File: src/core/cbm_pkg.sv
package cbm_pkg;
    // Register byte addresses on the local processor bus
    localparam logic [7:0] ADR_RD_PTR_LO = 8'h5A;
    localparam logic [7:0] ADR_RD_PTR_HI = 8'h5B;
    localparam logic [7:0] ADR_WR_PTR_LO = 8'h5C;
    localparam logic [7:0] ADR_WR_PTR_HI = 8'h5D;
    localparam logic [7:0] ADR_STOP_LO = 8'h5E;
    localparam logic [7:0] ADR_STOP_HI = 8'h5F;
    localparam logic [7:0] ADR_CLK_CFG = 8'h7F;
    // Field positions inside the clock config register
    localparam int CFG_DIV_LSB = 0;
    localparam int CFG_CYC_LSB = 6;
    // Values after reset
    localparam logic [15:0] RST_PTR = 16'h0000;
    localparam logic [15:0] RST_STOP = 16'h01FF;
    localparam logic [7:0] RST_CLK_CFG = 8'h00;
    // Smallest buffer is 256 bytes, size select 0..8 doubles it
    localparam logic [3:0] SIZE_SEL_MAX = 4'h8;
    localparam logic [15:0] SIZE_MASK_MIN = 16'h00FF;
    typedef enum {ST_IDLE, ST_ACCESS} cbm_state_t;
endpackage

File: src/core/cbm_buffer_manager.sv
`timescale 1ns/10ps
module cbm_buffer_manager (
    // Clock and reset
    input wire logic i_core_clk,
    input wire logic i_rst_b,
    // Local processor bus, multiplexed address and data
    input wire logic i_ale,
    input wire logic i_cs,
    input wire logic i_rd_b,
    input wire logic i_wr_b,
    input wire logic [7:0] i_ad,
    output logic [7:0] o_ad,
    output logic o_ad_oe,
    // Static configuration
    input wire logic [3:0] i_buf_size_sel,
    input wire logic i_oe_as_ce,
    input wire logic i_power_down,
    input wire logic i_host_upload,
    // Disk port
    input wire logic i_disk_req,
    input wire logic [7:0] i_disk_wdata,
    output logic [7:0] o_disk_rdata,
    output logic o_disk_done,
    // Host port
    input wire logic i_host_req,
    input wire logic i_host_pio,
    input wire logic [7:0] i_host_wdata,
    output logic [7:0] o_host_rdata,
    output logic o_host_done,
    output logic o_host_dma_req,
    // Buffer RAM
    output logic [15:0] o_ram_address_lines,
    output logic o_ram_output_enable_b,
    output logic o_ram_write_strobe_b,
    input wire logic [7:0] i_ram_data_bus,
    output logic [7:0] o_ram_data_bus,
    output logic o_ram_data_oe
);

    logic [15:0] read_address_pointer_r;
    logic [15:0] write_address_pointer_r;
    logic [15:0] host_stop_pointer_r;
    logic [7:0] clk_cfg_r;
    logic [7:0] bus_addr_r;
    logic wr_b_prev_r;
    logic wr_stb;
    logic disk_pend_r;
    logic [7:0] disk_data_r;
    logic host_pend_r;
    logic [7:0] host_data_r;
    logic stop_hit_r;
    cbm_pkg::cbm_state_t state_r;
    logic grant_disk_r;
    logic acc_write_r;
    logic [3:0] acc_cnt_r;
    logic [3:0] acc_last;
    logic [15:0] size_mask;
    logic start;
    logic start_disk;
    logic acc_end;
    logic use_wr_ptr;
    logic host_ptr_is_wr;
    logic [15:0] host_ptr;
    logic stop_wr_r;

    // Next pointer value, wrapping once it passes the buffer size
    function automatic logic [15:0] ptr_inc(input logic [15:0] p,
                                            input logic [15:0] mask);
        logic [16:0] sum;
        sum = {1'b0, p} + 17'h00001;
        if (sum > {1'b0, mask})
            ptr_inc = 16'h0000;
        else
            ptr_inc = sum[15:0];
    endfunction

    // Size mask; selections above the top clamp to 64K
    always_comb begin
        if (i_buf_size_sel >= cbm_pkg::SIZE_SEL_MAX)
            size_mask = 16'hFFFF;
        else
            size_mask = 16'(({16'h0000, cbm_pkg::SIZE_MASK_MIN} << 1
                              << i_buf_size_sel) >> 1 | 32'h000000FF);
    end

    // Access length in core cycles: cycle count times divider ratio
    always_comb begin
        logic [1:0] div;
        logic [1:0] cyc;
        div = clk_cfg_r[cbm_pkg::CFG_DIV_LSB +: 2];
        cyc = clk_cfg_r[cbm_pkg::CFG_CYC_LSB +: 2];
        acc_last = 4'(({2'b00, cyc} + 4'h1) * ({2'b00, div} + 4'h1)
                      - 4'h1);
    end

    // Upload: disk fills via write pointer, host drains via read pointer
    assign host_ptr_is_wr = ~i_host_upload;
    assign host_ptr = host_ptr_is_wr ? write_address_pointer_r
                                     : read_address_pointer_r;
    // Disk is granted ahead of a host request seen in the same cycle
    assign start = (state_r == cbm_pkg::ST_IDLE) && !i_power_down &&
                   (disk_pend_r || host_pend_r);
    assign start_disk = disk_pend_r;
    assign use_wr_ptr = start_disk ? i_host_upload : host_ptr_is_wr;
    assign acc_end = (state_r == cbm_pkg::ST_ACCESS) &&
                     (acc_cnt_r == acc_last);
    assign wr_stb = wr_b_prev_r && !i_wr_b && i_cs;

    // Address latch and write strobe edge tracking
    always_ff @(posedge i_core_clk or negedge i_rst_b) begin
        if (!i_rst_b) begin
            bus_addr_r <= 8'h00;
            wr_b_prev_r <= 1'b1;
        end else begin
            if (i_ale)
                bus_addr_r <= i_ad;
            wr_b_prev_r <= i_wr_b;
        end
    end

    // Register read port, driven while chip select and read strobe hold
    always_ff @(posedge i_core_clk or negedge i_rst_b) begin
        if (!i_rst_b) begin
            o_ad <= 8'h00;
            o_ad_oe <= 1'b0;
        end else begin
            o_ad_oe <= i_cs && !i_rd_b;
            case (bus_addr_r)
                cbm_pkg::ADR_RD_PTR_LO: o_ad <= read_address_pointer_r[7:0];
                cbm_pkg::ADR_RD_PTR_HI: o_ad <= read_address_pointer_r[15:8];
                cbm_pkg::ADR_WR_PTR_LO: o_ad <= write_address_pointer_r[7:0];
                cbm_pkg::ADR_WR_PTR_HI: o_ad <= write_address_pointer_r[15:8];
                cbm_pkg::ADR_STOP_LO: o_ad <= host_stop_pointer_r[7:0];
                cbm_pkg::ADR_STOP_HI: o_ad <= host_stop_pointer_r[15:8];
                cbm_pkg::ADR_CLK_CFG: o_ad <= clk_cfg_r;
                default: o_ad <= 8'h00;
            endcase
        end
    end

    // Configuration registers
    always_ff @(posedge i_core_clk or negedge i_rst_b) begin
        if (!i_rst_b) begin
            clk_cfg_r <= cbm_pkg::RST_CLK_CFG;
            host_stop_pointer_r <= cbm_pkg::RST_STOP;
        end else if (wr_stb) begin
            case (bus_addr_r)
                cbm_pkg::ADR_CLK_CFG: clk_cfg_r <= i_ad;
                cbm_pkg::ADR_STOP_LO: host_stop_pointer_r[7:0] <= i_ad;
                cbm_pkg::ADR_STOP_HI: host_stop_pointer_r[15:8] <= i_ad;
                default: clk_cfg_r <= clk_cfg_r;
            endcase
        end
    end

    // Pointers; a processor write overrides the written byte of a same-cycle hardware step
    always_ff @(posedge i_core_clk or negedge i_rst_b) begin
        if (!i_rst_b) begin
            read_address_pointer_r <= cbm_pkg::RST_PTR;
            write_address_pointer_r <= cbm_pkg::RST_PTR;
        end else begin
            if (acc_end && acc_write_r)
                write_address_pointer_r <= ptr_inc(write_address_pointer_r,
                                                   size_mask);
            if (acc_end && !acc_write_r)
                read_address_pointer_r <= ptr_inc(read_address_pointer_r,
                                                  size_mask);
            if (wr_stb && bus_addr_r == cbm_pkg::ADR_RD_PTR_LO)
                read_address_pointer_r[7:0] <= i_ad;
            if (wr_stb && bus_addr_r == cbm_pkg::ADR_RD_PTR_HI)
                read_address_pointer_r[15:8] <= i_ad;
            if (wr_stb && bus_addr_r == cbm_pkg::ADR_WR_PTR_LO)
                write_address_pointer_r[7:0] <= i_ad;
            if (wr_stb && bus_addr_r == cbm_pkg::ADR_WR_PTR_HI)
                write_address_pointer_r[15:8] <= i_ad;
        end
    end

    // One-byte holding stages per port; a new request sets over the grant
    always_ff @(posedge i_core_clk or negedge i_rst_b) begin
        if (!i_rst_b) begin
            disk_pend_r <= 1'b0;
            disk_data_r <= 8'h00;
            host_pend_r <= 1'b0;
            host_data_r <= 8'h00;
        end else begin
            if (start && start_disk)
                disk_pend_r <= 1'b0;
            if (i_disk_req) begin
                disk_pend_r <= 1'b1;
                disk_data_r <= i_disk_wdata;
            end
            if (start && !start_disk)
                host_pend_r <= 1'b0;
            // DMA requests are dropped while suspended, PIO always passes
            if (i_host_req && (i_host_pio || !stop_hit_r)) begin
                host_pend_r <= 1'b1;
                host_data_r <= i_host_wdata;
            end
        end
    end

    // Access sequencer
    always_ff @(posedge i_core_clk or negedge i_rst_b) begin
        if (!i_rst_b) begin
            state_r <= cbm_pkg::ST_IDLE;
            acc_cnt_r <= 4'h0;
            grant_disk_r <= 1'b0;
            acc_write_r <= 1'b0;
        end else begin
            case (state_r)
                cbm_pkg::ST_IDLE: begin
                    acc_cnt_r <= 4'h0;
                    if (start) begin
                        state_r <= cbm_pkg::ST_ACCESS;
                        grant_disk_r <= start_disk;
                        acc_write_r <= use_wr_ptr;
                    end
                end
                cbm_pkg::ST_ACCESS: begin
                    acc_cnt_r <= acc_cnt_r + 4'h1;
                    if (acc_end)
                        state_r <= cbm_pkg::ST_IDLE;
                end
                default: state_r <= cbm_pkg::ST_IDLE;
            endcase
        end
    end

    // RAM pins, all registered on the core clock
    always_ff @(posedge i_core_clk or negedge i_rst_b) begin
        if (!i_rst_b) begin
            o_ram_address_lines <= 16'h0000;
            o_ram_output_enable_b <= 1'b1;
            o_ram_write_strobe_b <= 1'b1;
            o_ram_data_bus <= 8'h00;
            o_ram_data_oe <= 1'b0;
        end else if (start) begin
            o_ram_address_lines <= use_wr_ptr ? write_address_pointer_r
                                              : read_address_pointer_r;
            // Chip-enable mode keeps the pin low for writes as well
            o_ram_output_enable_b <= use_wr_ptr && !i_oe_as_ce;
            o_ram_write_strobe_b <= !use_wr_ptr;
            o_ram_data_bus <= start_disk ? disk_data_r : host_data_r;
            o_ram_data_oe <= use_wr_ptr;
        // Compare one bit wider so the longest access still releases
        end else if (state_r == cbm_pkg::ST_ACCESS &&
                     {1'b0, acc_cnt_r} + 5'h01 >= {1'b0, acc_last}) begin
            // Strobe rises one cycle early in accesses longer than one cycle, so data holds past its edge
            o_ram_write_strobe_b <= 1'b1;
            if (acc_end) begin
                o_ram_output_enable_b <= 1'b1;
                o_ram_data_oe <= 1'b0;
            end
        end
    end

    // Read data capture at the access end, the last rising core clock edge of the access
    always_ff @(posedge i_core_clk or negedge i_rst_b) begin
        if (!i_rst_b) begin
            o_disk_rdata <= 8'h00;
            o_host_rdata <= 8'h00;
            o_disk_done <= 1'b0;
            o_host_done <= 1'b0;
        end else begin
            o_disk_done <= acc_end && grant_disk_r;
            o_host_done <= acc_end && !grant_disk_r;
            if (acc_end && !acc_write_r && grant_disk_r)
                o_disk_rdata <= i_ram_data_bus;
            if (acc_end && !acc_write_r && !grant_disk_r)
                o_host_rdata <= i_ram_data_bus;
        end
    end

    // Stop pointer suspension of host DMA
    // A rewrite is judged one cycle later against the new stop value;
    // at the write edge itself the old, still equal value would be seen
    always_ff @(posedge i_core_clk or negedge i_rst_b) begin
        if (!i_rst_b) begin
            stop_wr_r <= 1'b0;
            stop_hit_r <= 1'b0;
            o_host_dma_req <= 1'b0;
        end else begin
            stop_wr_r <= wr_stb && (bus_addr_r == cbm_pkg::ADR_STOP_LO ||
                                    bus_addr_r == cbm_pkg::ADR_STOP_HI);
            if (host_ptr == host_stop_pointer_r)
                stop_hit_r <= 1'b1;
            else if (stop_wr_r)
                stop_hit_r <= 1'b0;
            o_host_dma_req <= !stop_hit_r && !i_power_down &&
                              host_ptr != host_stop_pointer_r &&
                              !host_pend_r;
        end
    end

endmodule

File: config.mk
export PLATFORM = sky130hd
export DESIGN_NAME = cbm_buffer_manager
export DESIGN_NICKNAME = d
export VERILOG_FILES = /design/src/core/cbm_pkg.sv /design/src/core/cbm_buffer_manager.sv
export SDC_FILE = /design/constraint.sdc
export NUM_CORES = 1
export LEC_CHECK = 0
export BUFFER_PORTS_ARGS = -buffer_cell sky130_fd_sc_hd__buf_2
export CAP_MARGIN = 20
export CORE_MARGIN = 8
export CORE_UTILIZATION = 42
export DETAILED_ROUTE_END_ITERATION = 8
export HOLD_SLACK_MARGIN = 0.05
export PLACE_DENSITY = 0.68
export RECOVER_POWER = 25
export SKIP_LAST_GASP = 1
export SYNTH_ARGS = -nofsm -noshare
export SYNTH_HDL_FRONTEND = slang
export SYNTH_SLANG_ARGS = --single-unit
File: constraint.sdc
create_clock -name i_core_clk -period 3.45 [get_ports i_core_clk]
set_input_delay 0.69 -clock i_core_clk [delete_from_list [all_inputs] [get_ports i_core_clk]]
set_output_delay 0.69 -clock i_core_clk [all_outputs]
set_load 0.02 [all_outputs]
Word-level counts from Yosys, hierarchy flattened --
Index checks and enable logic that the tools add are counted.
Storage, ports and cells: register bits 178, input port bits 48
Operators by class: equal/unequal tests 14, reduce and logical (&&, ||, !) cells 56, mux-type cells 32, bitwise gates (word level) 1, magnitude comparators 4, shifts and indexed selects 1, add/sub/neg operators 7, multiply operators 1
Operator list (count):
- 16-bit two-way mux | 7
- 32-bit logical NOT | 2
- 32-bit two-way mux | 2
- 32-bit case mux with 2 select lines | 1
- 8-bit by 7-bit == test with 1-bit output, second input constant | 7
- 8-bit case mux with 7 select lines | 1
- 8-bit two-way mux | 5
- 16-bit by 1-bit adder with 17-bit output, second input constant | 2
- 17-bit by 16-bit > comparator with 1-bit output | 2
- 32-bit by 1-bit == test with 1-bit output, second input constant | 1
- 32-bit by 2-bit == test with 1-bit output, second input constant | 1
- 1-bit logical AND | 25
- 2-bit nonzero test | 10
- 9-bit by 4-bit << shifter with 17-bit output, first input constant | 1
- 16-bit == test | 1
- 16-bit inequality test | 1
- 1-bit two-way mux | 15
- 2-bit AND reduction | 6
- 1-bit logical NOT | 10
- 4-bit case mux with 2 select lines | 1
- 2-bit by 1-bit adder with 3-bit output, second input constant | 2
- 4-bit by 1-bit adder with 5-bit output, second input constant | 1
- 5-bit by 4-bit >= comparator with 1-bit output | 1
- 4-bit by 1-bit adder with 4-bit output, second input constant | 1
- other kinds (7) | 10

Longest topological paths before layout --
Gate-level depths: netlist of the first run.
depth in word-level cells 8, depth in mapped cells 16

Worst setup path before layout of the first run --
Ideal clock, no wire load.
path kind register to register, start reg clk_cfg_r[0], end reg o_host_rdata[0], cell stages (with the launch flop) 11, slack -223 ps, clock period less this slack 3673 ps, buffers on the path 0, arrival 3548 ps, required time 3325 ps, library setup time 125 ps, cells stage by stage dfrtp_1 > ha_1 > nand2_1 > ha_1 > fa_1 > fa_1 > xnor2_1 > nor4b_1 > nand3b_1 > nor2_1 > mux2_2
Between the ends: word-level cells in the longest chain between the ends 7
RTL lines:
- from (decl) | line cbm_buffer_manager.sv:43 | logic [7:0] clk_cfg_r;
- from (signal assigned) | line cbm_buffer_manager.sv:144 | clk_cfg_r <= cbm_pkg::RST_CLK_CFG;
- from (signal assigned) | line cbm_buffer_manager.sv:148 | cbm_pkg::ADR_CLK_CFG: clk_cfg_r <= i_ad;
- from (signal assigned) | line cbm_buffer_manager.sv:151 | default: clk_cfg_r <= clk_cfg_r;
- 2-bit by 1-bit adder with 3-bit output | line cbm_buffer_manager.sv:92 | acc_last = 4'(({2'b00, cyc} + 4'h1) * ({2'b00, div} + 4'h1)
- 3-bit by 3-bit multiplier with 4-bit output | line cbm_buffer_manager.sv:92
- 4-bit by 1-bit subtractor with 4-bit output | line cbm_buffer_manager.sv:93 | - 4'h1);
- 4-bit == test | line cbm_buffer_manager.sv:106 | (acc_cnt_r == acc_last);
- 1-bit logical AND | line cbm_buffer_manager.sv:105 | assign acc_end = (state_r == cbm_pkg::ST_ACCESS) &&
- 1-bit logical AND (2 in a row) | line cbm_buffer_manager.sv:270 | if (acc_end && !acc_write_r && !grant_disk_r)
- to (signal assigned) | line cbm_buffer_manager.sv:271 | o_host_rdata <= i_ram_data_bus;
- to (decl) | line cbm_buffer_manager.sv:28 | output logic [7:0] o_host_rdata,
Every way passes these cells. A chain may end at the register's enable or synchronous reset.

Final worst setup path of the first run --
start reg clk_cfg_r[6], end reg read_address_pointer_r[4]
Between the ends: word-level cells in the longest chain between the ends 7
RTL lines:
- 2-bit by 1-bit adder with 3-bit output | line cbm_buffer_manager.sv:92
- 3-bit by 3-bit multiplier with 4-bit output | line cbm_buffer_manager.sv:92
- 4-bit by 1-bit subtractor with 4-bit output | line cbm_buffer_manager.sv:93
- 4-bit == test | line cbm_buffer_manager.sv:106
- 1-bit logical AND | line cbm_buffer_manager.sv:105
- 1-bit logical AND | line cbm_buffer_manager.sv:165 | if (acc_end && !acc_write_r)
- 2-bit nonzero test (no source line)
- to (signal assigned) | line cbm_buffer_manager.sv:159 | read_address_pointer_r <= cbm_pkg::RST_PTR;
- to (signal assigned) | line cbm_buffer_manager.sv:166 | read_address_pointer_r <= ptr_inc(read_address_pointer_r,
- to (signal assigned) | line cbm_buffer_manager.sv:169 | read_address_pointer_r[7:0] <= i_ad;
- to (decl) | line cbm_buffer_manager.sv:40 | logic [15:0] read_address_pointer_r;
Every way passes these cells.

==> reports/qor.csv, run 1 <==
stage;metric;value;unit
status;outcome;finished with violations;
status;failing checks;max-capacitance violations, max-slew violations, negative setup slack;
grt;largest net degree at the start of global routing;71;
grt;GR Util All Layers;20.2;%
synthesis;Post-synth EDFFs;0;
sta;Tmin final;3.55;ns
die;Initial Util;42.3;%
finish;non-filler cells, final;1305;
power;NetSw;3.47;mW
placed_design;post-place instance area;9720;um^2
die;Rows;52;
die;Die W;158;um
placed_design;Placed Cells;1259;
power;Int Pwr;4.89;mW
worst_setup_path;CP endpoint kind;register;
drt;initial drt markers;628;
power;Lkg Pwr;4.96;nW
synthesis;synthesis warning total;0;
clock_tree;clk_lat worst skew;0.44;ns
synthesis;top_reg_cell synth;dfrtp_1;
synthesis;post-synthesis cell area;8450;um^2
grt;remaining global-route overflow;0;
grt;initial antenna violation count;0;
worst_setup_path;Cell Chain, Critical Path;ha_4 -> nand2_4 -> ha_4 -> fa_1 -> fa_1 -> xnor2_2 -> nor4b_4 -> buf_4 -> nand3b_1 -> buf_6 -> nor2b_4 -> buf_6 -> nand4bb_1 -> a32oi_1;
worst_setup_path;Startpoint Class;register;
worst_setup_path;WS Path Type;register to register;
synthesis;most instantiated library cell after synthesis;dfrtp_1;
power;Comb pwr share;47.0;%
clock_tree;H-tree Lvls;4;
sta;period utilisation layout;103;%
die;core box area;20000;um^2
finish;final design area excluding fillers;10800;um^2
drt;Via Count;7381;
power;power density cells;776;nW/um^2
finish;area grow syn2layout;27.4;%
sta;max_slew headroom;-30.3;%
placed_design;Post-DP HPWL;17800;um
synthesis;Post-Synthesis Cells;868;
finish;Finished Core Util;53.9;%
placed_design;global placement routability congestion;0.910;
sta;Setup WS post-layout;-0.103;ns
synthesis;Synth area leaders;dfrtp_1 40%, mux2_2 8.3%, nand2_1 5.6%;
sta;final hold viol count;0;
drt;remaining antenna violation count;0;
die;io pins;103;
grt;via count of the first global-routing pass;7272;
die;die footprint;24900;um^2
power;Peak VDD IR;0.000463;V
sta;RSZ-0062 raised after global routing;yes;
sta;Post-Route Skew;0.00951;ns
synthesis;Async S/R FF share, synth;100;%
worst_setup_path;slowest CP cell;fa_1;
sta;Slew Limit Fails;69;
drt;drt wl/cell;19.4;um
worst_hold_path;worst hold path class;primary input to register;
clock_tree;CTS buffer count;17;
synthesis;Synth Area per Inst;9.73;um^2
clock_tree;CTS tree;done;
synthesis;Yosys top cell by area;dfrtp_1;
sta;setup violators final;39;
sta;Max Fclk;0.281;GHz
die;die height;158;um
synthesis;synth unique cells;66;
grt;first-pass GRT wire length;39000;um
drt;total length of routed wires;25300;um
drt;first-pass detailed-route iteration total;6;
finish;NumNets Final;1102;
synthesis;syn_nets;948;
placed_design;Buffers on Ports;102;
worst_setup_path;CP max FO;6;
power;clock power share;21.7;%
drt;Vias per Instance;5.66;
synthesis;register area share after synthesis;43.7;%
worst_setup_path;CP peak stage delay;0.50;ns
worst_setup_path;crit path DAT;3.91;ns
power;Final Power;8.35;mW
finish;diodes inserted;0;
sta;Worst-Margin Slew;1.95;ns
run;max capacitance violation total;1;
worst_setup_path;Crit path buffers/inverters;3;
worst_setup_path;worst path required time;3.80;ns
clock_tree;Clock Tree Buf Depth;2;
power;Net Sw Frac;41.5;%
synthesis;top cells by count, synth;135 x dfrtp_1, 126 x nand2_1, 62 x mux2_2, 57 x nor2_1;
worst_setup_path;cell family with most CP delay;adder cells;
clock_tree;CTS root buffer;clkbuf_16;
drt;# DRC;0;
synthesis;number of synthesized register bits;147;
clock_tree;Reg clk slew, reported paths;0.07;ns
finish;layout cell share with drive strength beyond 1;35.6;%
clock_tree;CTS Sinks;147;
synthesis;Synth top area share;40.0;%
power;Flop pwr share;31.3;%
-- layout make-up --
| cell class | count | area, um^2 |
|---|---|---|
| Tap cell | 270 | 338 |
| Fill cell | 1776 | 9210 |
| Timing Repair Buffer | 198 | 1330 |
| Sequential cell | 147 | 3700 |
| Clock buffer | 17 | 425 |
| Inverter | 16 | 60.1 |
| Clock inverter | 15 | 141 |
| Multi-Input combinational cell | 642 | 4770 |
-- timing repair --
| item | 4_1_cts | 5_1_grt |
|---|---|---|
| endpoints found under the hold margin | 0 | 0 |
| pin swaps | 14 | 42 |
| buffers inserted | 4 | 7 |
| gates cloned | 1 | 2 |
| hold buffers | 0 | 0 |
| endpoints found under the setup margin | 47 | 49 |
| resized for setup | 33 | 60 |
-- registers in the layout, indices dropped and copies added (netlist names), 4 cells and up --
name and flops:
write_address_pointer_r 16, o_host_rdata 8, o_disk_rdata 8, o_ad 8, clk_cfg_r 8, host_stop_pointer_r 16, read_address_pointer_r 16, o_ram_address_lines 16
o_ram_data_bus 8, bus_addr_r 8, host_data_r 8, disk_data_r 8, acc_cnt_r 4
-- metal layers --
metal	vias to the layer above	routed length (um)	GRT usage [%]
met1	3633	10600	26.0
met3	47	2260	4.67
met5	-	0	0
met4	0	511	6.26
li1	3397	-	-
met2	304	12000	33.1
-- power groups by stage --
stage / Clock [mW] / Combinational, mW / Sequential (mW)
global route: 1.91 / 4.25 / 2.67
global placement: 0 / 3.40 / 2.60
CTS: 1.84 / 3.63 / 2.60
detailed placement: 0 / 3.45 / 2.62
finish: 1.81 / 3.93 / 2.61
floorplan: 0 / 1.99 / 2.80
-- layout by cell type (no fill, tap or decap), types with 11 or more instances in the layout --
master	netlist	layout
buf_6	2	15
clkbuf_16	0	17
inv_1	16	15
nand3_1	34	28
a21oi_1	40	31
dfstp_2	12	12
dfrtp_1	135	132
o21ai_0	25	19
nand2_1	126	124
ha_1	30	25
buf_2	15	98
buf_4	3	77
a31oi_1	28	27
nor2_1	57	51
xnor2_1	32	30
xor2_1	12	11
mux2i_1	32	32
o22ai_1	17	17
mux2_2	62	54
-- worst reg2reg max path, delay by kind of cell (launching register included) --
kind                       cells  cell delay [ns]
adders and majority gates      4             1.47
and+or+nand+nor                5             0.71
DFF                            1             0.41
xor gates and xnor gates       1             0.19
buffers and inverters          3             0.51
AOI/OAI and AO/OA              1             0.18
-- metrics by stage --
| stage | worst slack (ns) | hold slack, ns | TNS [ns] |
|---|---|---|---|
| 3_3_place_gp | -0.154 | 0.403 | -1.16 |
| 6_report | -0.103 | 0.361 | -1.77 |
| 5_1_grt | -0.218 | 0.352 | -6.97 |
| 3_5_place_dp | -0.229 | 0.413 | -3.77 |
| 4_1_cts | -0.134 | 0.296 | -3.18 |
| 2_1_floorplan | 0.00200 | 0.394 | 0 |
-- final timing paths --
| path | end | startpoint | slack, ns | cells past startpoint |
|---|---|---|---|---|
| worst max-delay path | read_address_pointer_r[4] | clk_cfg_r[6] | -0.10 | 14 |
| worst min-delay path | wr_b_prev_r | i_wr_b | 0.36 | 1 |
| worst max register to register | read_address_pointer_r[4] | clk_cfg_r[6] | -0.10 | 14 |
| worst min register to register | stop_hit_r | stop_wr_r | 0.42 | 1 |
| max in group asynchronous | write_address_pointer_r[1] | i_rst_b | 1.35 | 1 |
| min in group asynchronous | disk_data_r[4] | i_rst_b | 0.80 | 1 |
-- logic make-up after synthesis --
kind of cell             count (synthesis)  synth area share [%]
AND/OR/NAND/NOR                        315                  18.4
AO/OA/AOI/OAI                          155                  11.8
multiplexers                            94                  12.1
XOR/XNOR                                46                  5.02
buffers and inverters                   79                  4.04
adder cells (fa/ha/maj)                 32                  4.92
flip-flops                             147                  43.7
Note: power is estimated with default switching activity, not from simulation.
==> run 2, diff against run 1 <==
CORE_UTILIZATION = 40   (was 42)
MAX_ROUTING_LAYER = met4   (was unset)
PLACE_DENSITY = 0.66   (was 0.68)
==> reports/qor.csv, run 2 (same netlist as run 1, synthesis figures left out) <==
stage;metric;value;unit;change
worst_setup_path;slowest CP cell;fa_1;;unchanged
clock_tree;Clock Tree Buf Depth;2;;unchanged
die;io pins;103;;unchanged
power;Lkg Pwr;4.99;nW;was 4.96 nW
die;die height;161;um;was 158 um
drt;initial drt markers;523;;was 628
clock_tree;CTS buffer count;17;;unchanged
sta;Slew Limit Fails;61;;was 69
worst_setup_path;Cell Chain, Critical Path;ha_4 -> nand2_4 -> ha_4 -> fa_1 -> fa_1 -> xnor2_1 -> nor4b_2 -> buf_4 -> nand3b_1 -> buf_4 -> or2_4 -> mux2_2;;was ha_4 -> nand2_4 -> ha_4 -> fa_1 -> fa_1 -> xnor2_2 -> nor4b_4 -> buf_4 -> nand3b_1 -> buf_6 -> nor2b_4 -> buf_6 -> nand4bb_1 -> a32oi_1
drt;Via Count;7373;;was 7381
sta;setup TNS;-1.99;ns;was -1.77 ns
finish;NumNets Final;1108;;was 1102
grt;remaining global-route overflow;0;;unchanged
finish;commonest non-fill, non-tap cell in the layout;dfrtp_1;;unchanged
status;failing checks;max-capacitance violations, max-slew violations, negative setup slack;;unchanged
worst_setup_path;CP endpoint kind;register;;unchanged
finish;layout cell share with drive strength beyond 1;34.5;%;was 35.6%
sta;period utilisation layout;103;%;about the same
finish;area grow syn2layout;27.5;%;was 27.4%
status;outcome;finished with violations;;unchanged
sta;setup violators final;36;;was 39
grt;first-pass GRT wire length;39800;um;was 39000 um
sta;Worst-Margin Slew;1.54;ns;was 1.95 ns
grt;GR Util All Layers;19.7;%;was 20.2%
worst_hold_path;worst hold path class;primary input to register;;unchanged
die;Die W;161;um;was 158 um
sta;final hold viol count;0;;unchanged
worst_setup_path;WS Path Type;register to register;;unchanged
finish;non-filler cells, final;1316;;was 1305
worst_setup_path;CP max FO;8;;was 6
clock_tree;Post-CTS Hold Buffers;0;;unchanged
grt;via count of the first global-routing pass;7316;;was 7272
die;Initial Util;40.4;%;was 42.3%
drt;drt wl/cell;19.2;um;was 19.4 um
drt;first-pass detailed-route iteration total;5;;was 6
worst_setup_path;CP peak stage delay;0.50;ns;about the same
finish;diodes inserted;0;;unchanged
die;Rows;53;;was 52
run;max capacitance violation total;1;;unchanged
sta;Fin Hold WS;0.366;ns;was 0.361 ns
sta;max_slew headroom;-2.88;%;was -30.3%
drt;total length of routed wires;25200;um;was 25300 um
clock_tree;CTS root buffer;clkbuf_16;;unchanged
clock_tree;clk_lat worst skew;0.42;ns;was 0.44 ns
placed_design;Buffers on Ports;102;;unchanged
die;die footprint;26000;um^2;was 24900 um^2
sta;Tmin final;3.55;ns;about the same
power;Peak VDD IR;0.000412;V;was 0.000463 V
grt;largest net degree at the start of global routing;62;;was 71
placed_design;Post-DP HPWL;18000;um;was 17800 um
clock_tree;Reg clk slew, reported paths;0.06;ns;was 0.07 ns
placed_design;global placement routability congestion;0.902;;was 0.910
grt;initial antenna violation count;0;;unchanged
finish;Fillers;1881;;was 1776
clock_tree;CTS tree;done;;unchanged
worst_setup_path;worst path required time;3.75;ns;was 3.80 ns
sta;Post-Route Skew;0.0123;ns;was 0.00951 ns
worst_setup_path;Startpoint Class;register;;unchanged
finish;commonest non-fill, non-tap cells in the layout;133 x dfrtp_1, 125 x nand2_1, 97 x buf_2, 84 x buf_4, 62 x mux2_2;;was 132 x dfrtp_1, 124 x nand2_1, 98 x buf_2, 77 x buf_4, 54 x mux2_2
drt;Vias per Instance;5.60;;was 5.66
sta;RSZ-0062 raised after global routing;yes;;unchanged
worst_setup_path;crit path DAT;3.85;ns;was 3.91 ns
power;power density cells;787;nW/um^2;was 776 nW/um^2
clock_tree;CTS Sinks;147;;unchanged
drt;remaining antenna violation count;0;;unchanged
clock_tree;H-tree Lvls;4;;unchanged
sta;Setup WS post-layout;-0.0957;ns;was -0.103 ns
die;core box area;20900;um^2;was 20000 um^2
drt;# DRC;0;;unchanged
sta;Max Fclk;0.282;GHz;was 0.281 GHz
placed_design;Placed Cells;1261;;was 1259
run 2: cell count changes in the layout (fill, tap and decap cells not counted), sizes merged:
cell	before	now
buf	194	199
bufinv	0	4
clkbuf	21	25
clkinv	4	2
clkinvlp	1	4
inv	26	18
run 2: worst paths after layout:
kind                              startpoint                    end  slack (ns)  cells past startpoint
worst max-delay path            clk_cfg_r[7]        o_disk_rdata[2]        -0.1                     12
worst min-delay path                  i_wr_b            wr_b_prev_r        0.37                      1
worst max register to register  clk_cfg_r[7]        o_disk_rdata[2]        -0.1                     12
worst min register to register     stop_wr_r             stop_hit_r        0.43                      1
max in group asynchronous            i_rst_b  o_ram_output_enable_b        1.56                      2
min in group asynchronous            i_rst_b         disk_data_r[5]        0.65                      1
run 2: power by group:
group,switching [mW],total (mW),internal (mW)
Sequential,0.398,2.60,2.20
Clock,0.753,1.99,1.23
Combinational,2.19,3.90,1.71
Total,3.34,8.48,5.14
run 2: layer usage:
layer  global-route usage (%)  share of wire (%)  wire [um]
met4                     4.76                1.8        450
met3                     4.81                6.8       1720
met2                     31.0                 47      11800
met1                     25.4                 45      11200
met5                        -                  0          0
run 2: timing repair:
action	4_1_cts	5_1_grt
gates resized for setup	27	38
pin swaps	29	40
setup endpoints to repair	41	50
gates cloned	1	0
setup buffers	19	3
run 2: metrics by stage:
| step | power (mW) | utilization, % | setup WS (ns) | instance area (um^2) |
|---|---|---|---|---|
| 6_report | 8.48 | 51.6 | -0.0957 | 10800 |
| 3_3_place_gp | 6.02 | 46.4 | -0.134 | 9690 |
| 4_1_cts | 8.28 | 50.7 | -0.0493 | 10600 |
| 5_1_grt | 8.98 | 51.6 | -0.245 | 10800 |
| 2_1_floorplan | 4.79 | - | 0.00200 | 8480 |
| 3_5_place_dp | 6.09 | 46.4 | -0.195 | 9690 |
run 2: cell type report:
| class | instances | area, um^2 | share of cell area, % |
|---|---|---|---|
| Clock buffer | 20 | 447 | 4.15 |
| Sequential cell | 147 | 3700 | 34.3 |
| Timing Repair Buffer | 204 | 1370 | 12.7 |
| Multi-Input combinational cell | 642 | 4680 | 43.4 |
| Inverter | 16 | 60.1 | 0.558 |
| Clock inverter | 12 | 178 | 1.65 |
| Tap cell | 275 | 344 | 3.19 |
run 2: critical path: cells and delay by family (launching register included):
kind,cells,cell delay [ns]
mux,1,0.29
xor+xnor,1,0.15
fa+ha+maj,4,1.48
simple gates,4,0.74
buf+inv,2,0.35
flops,1,0.41
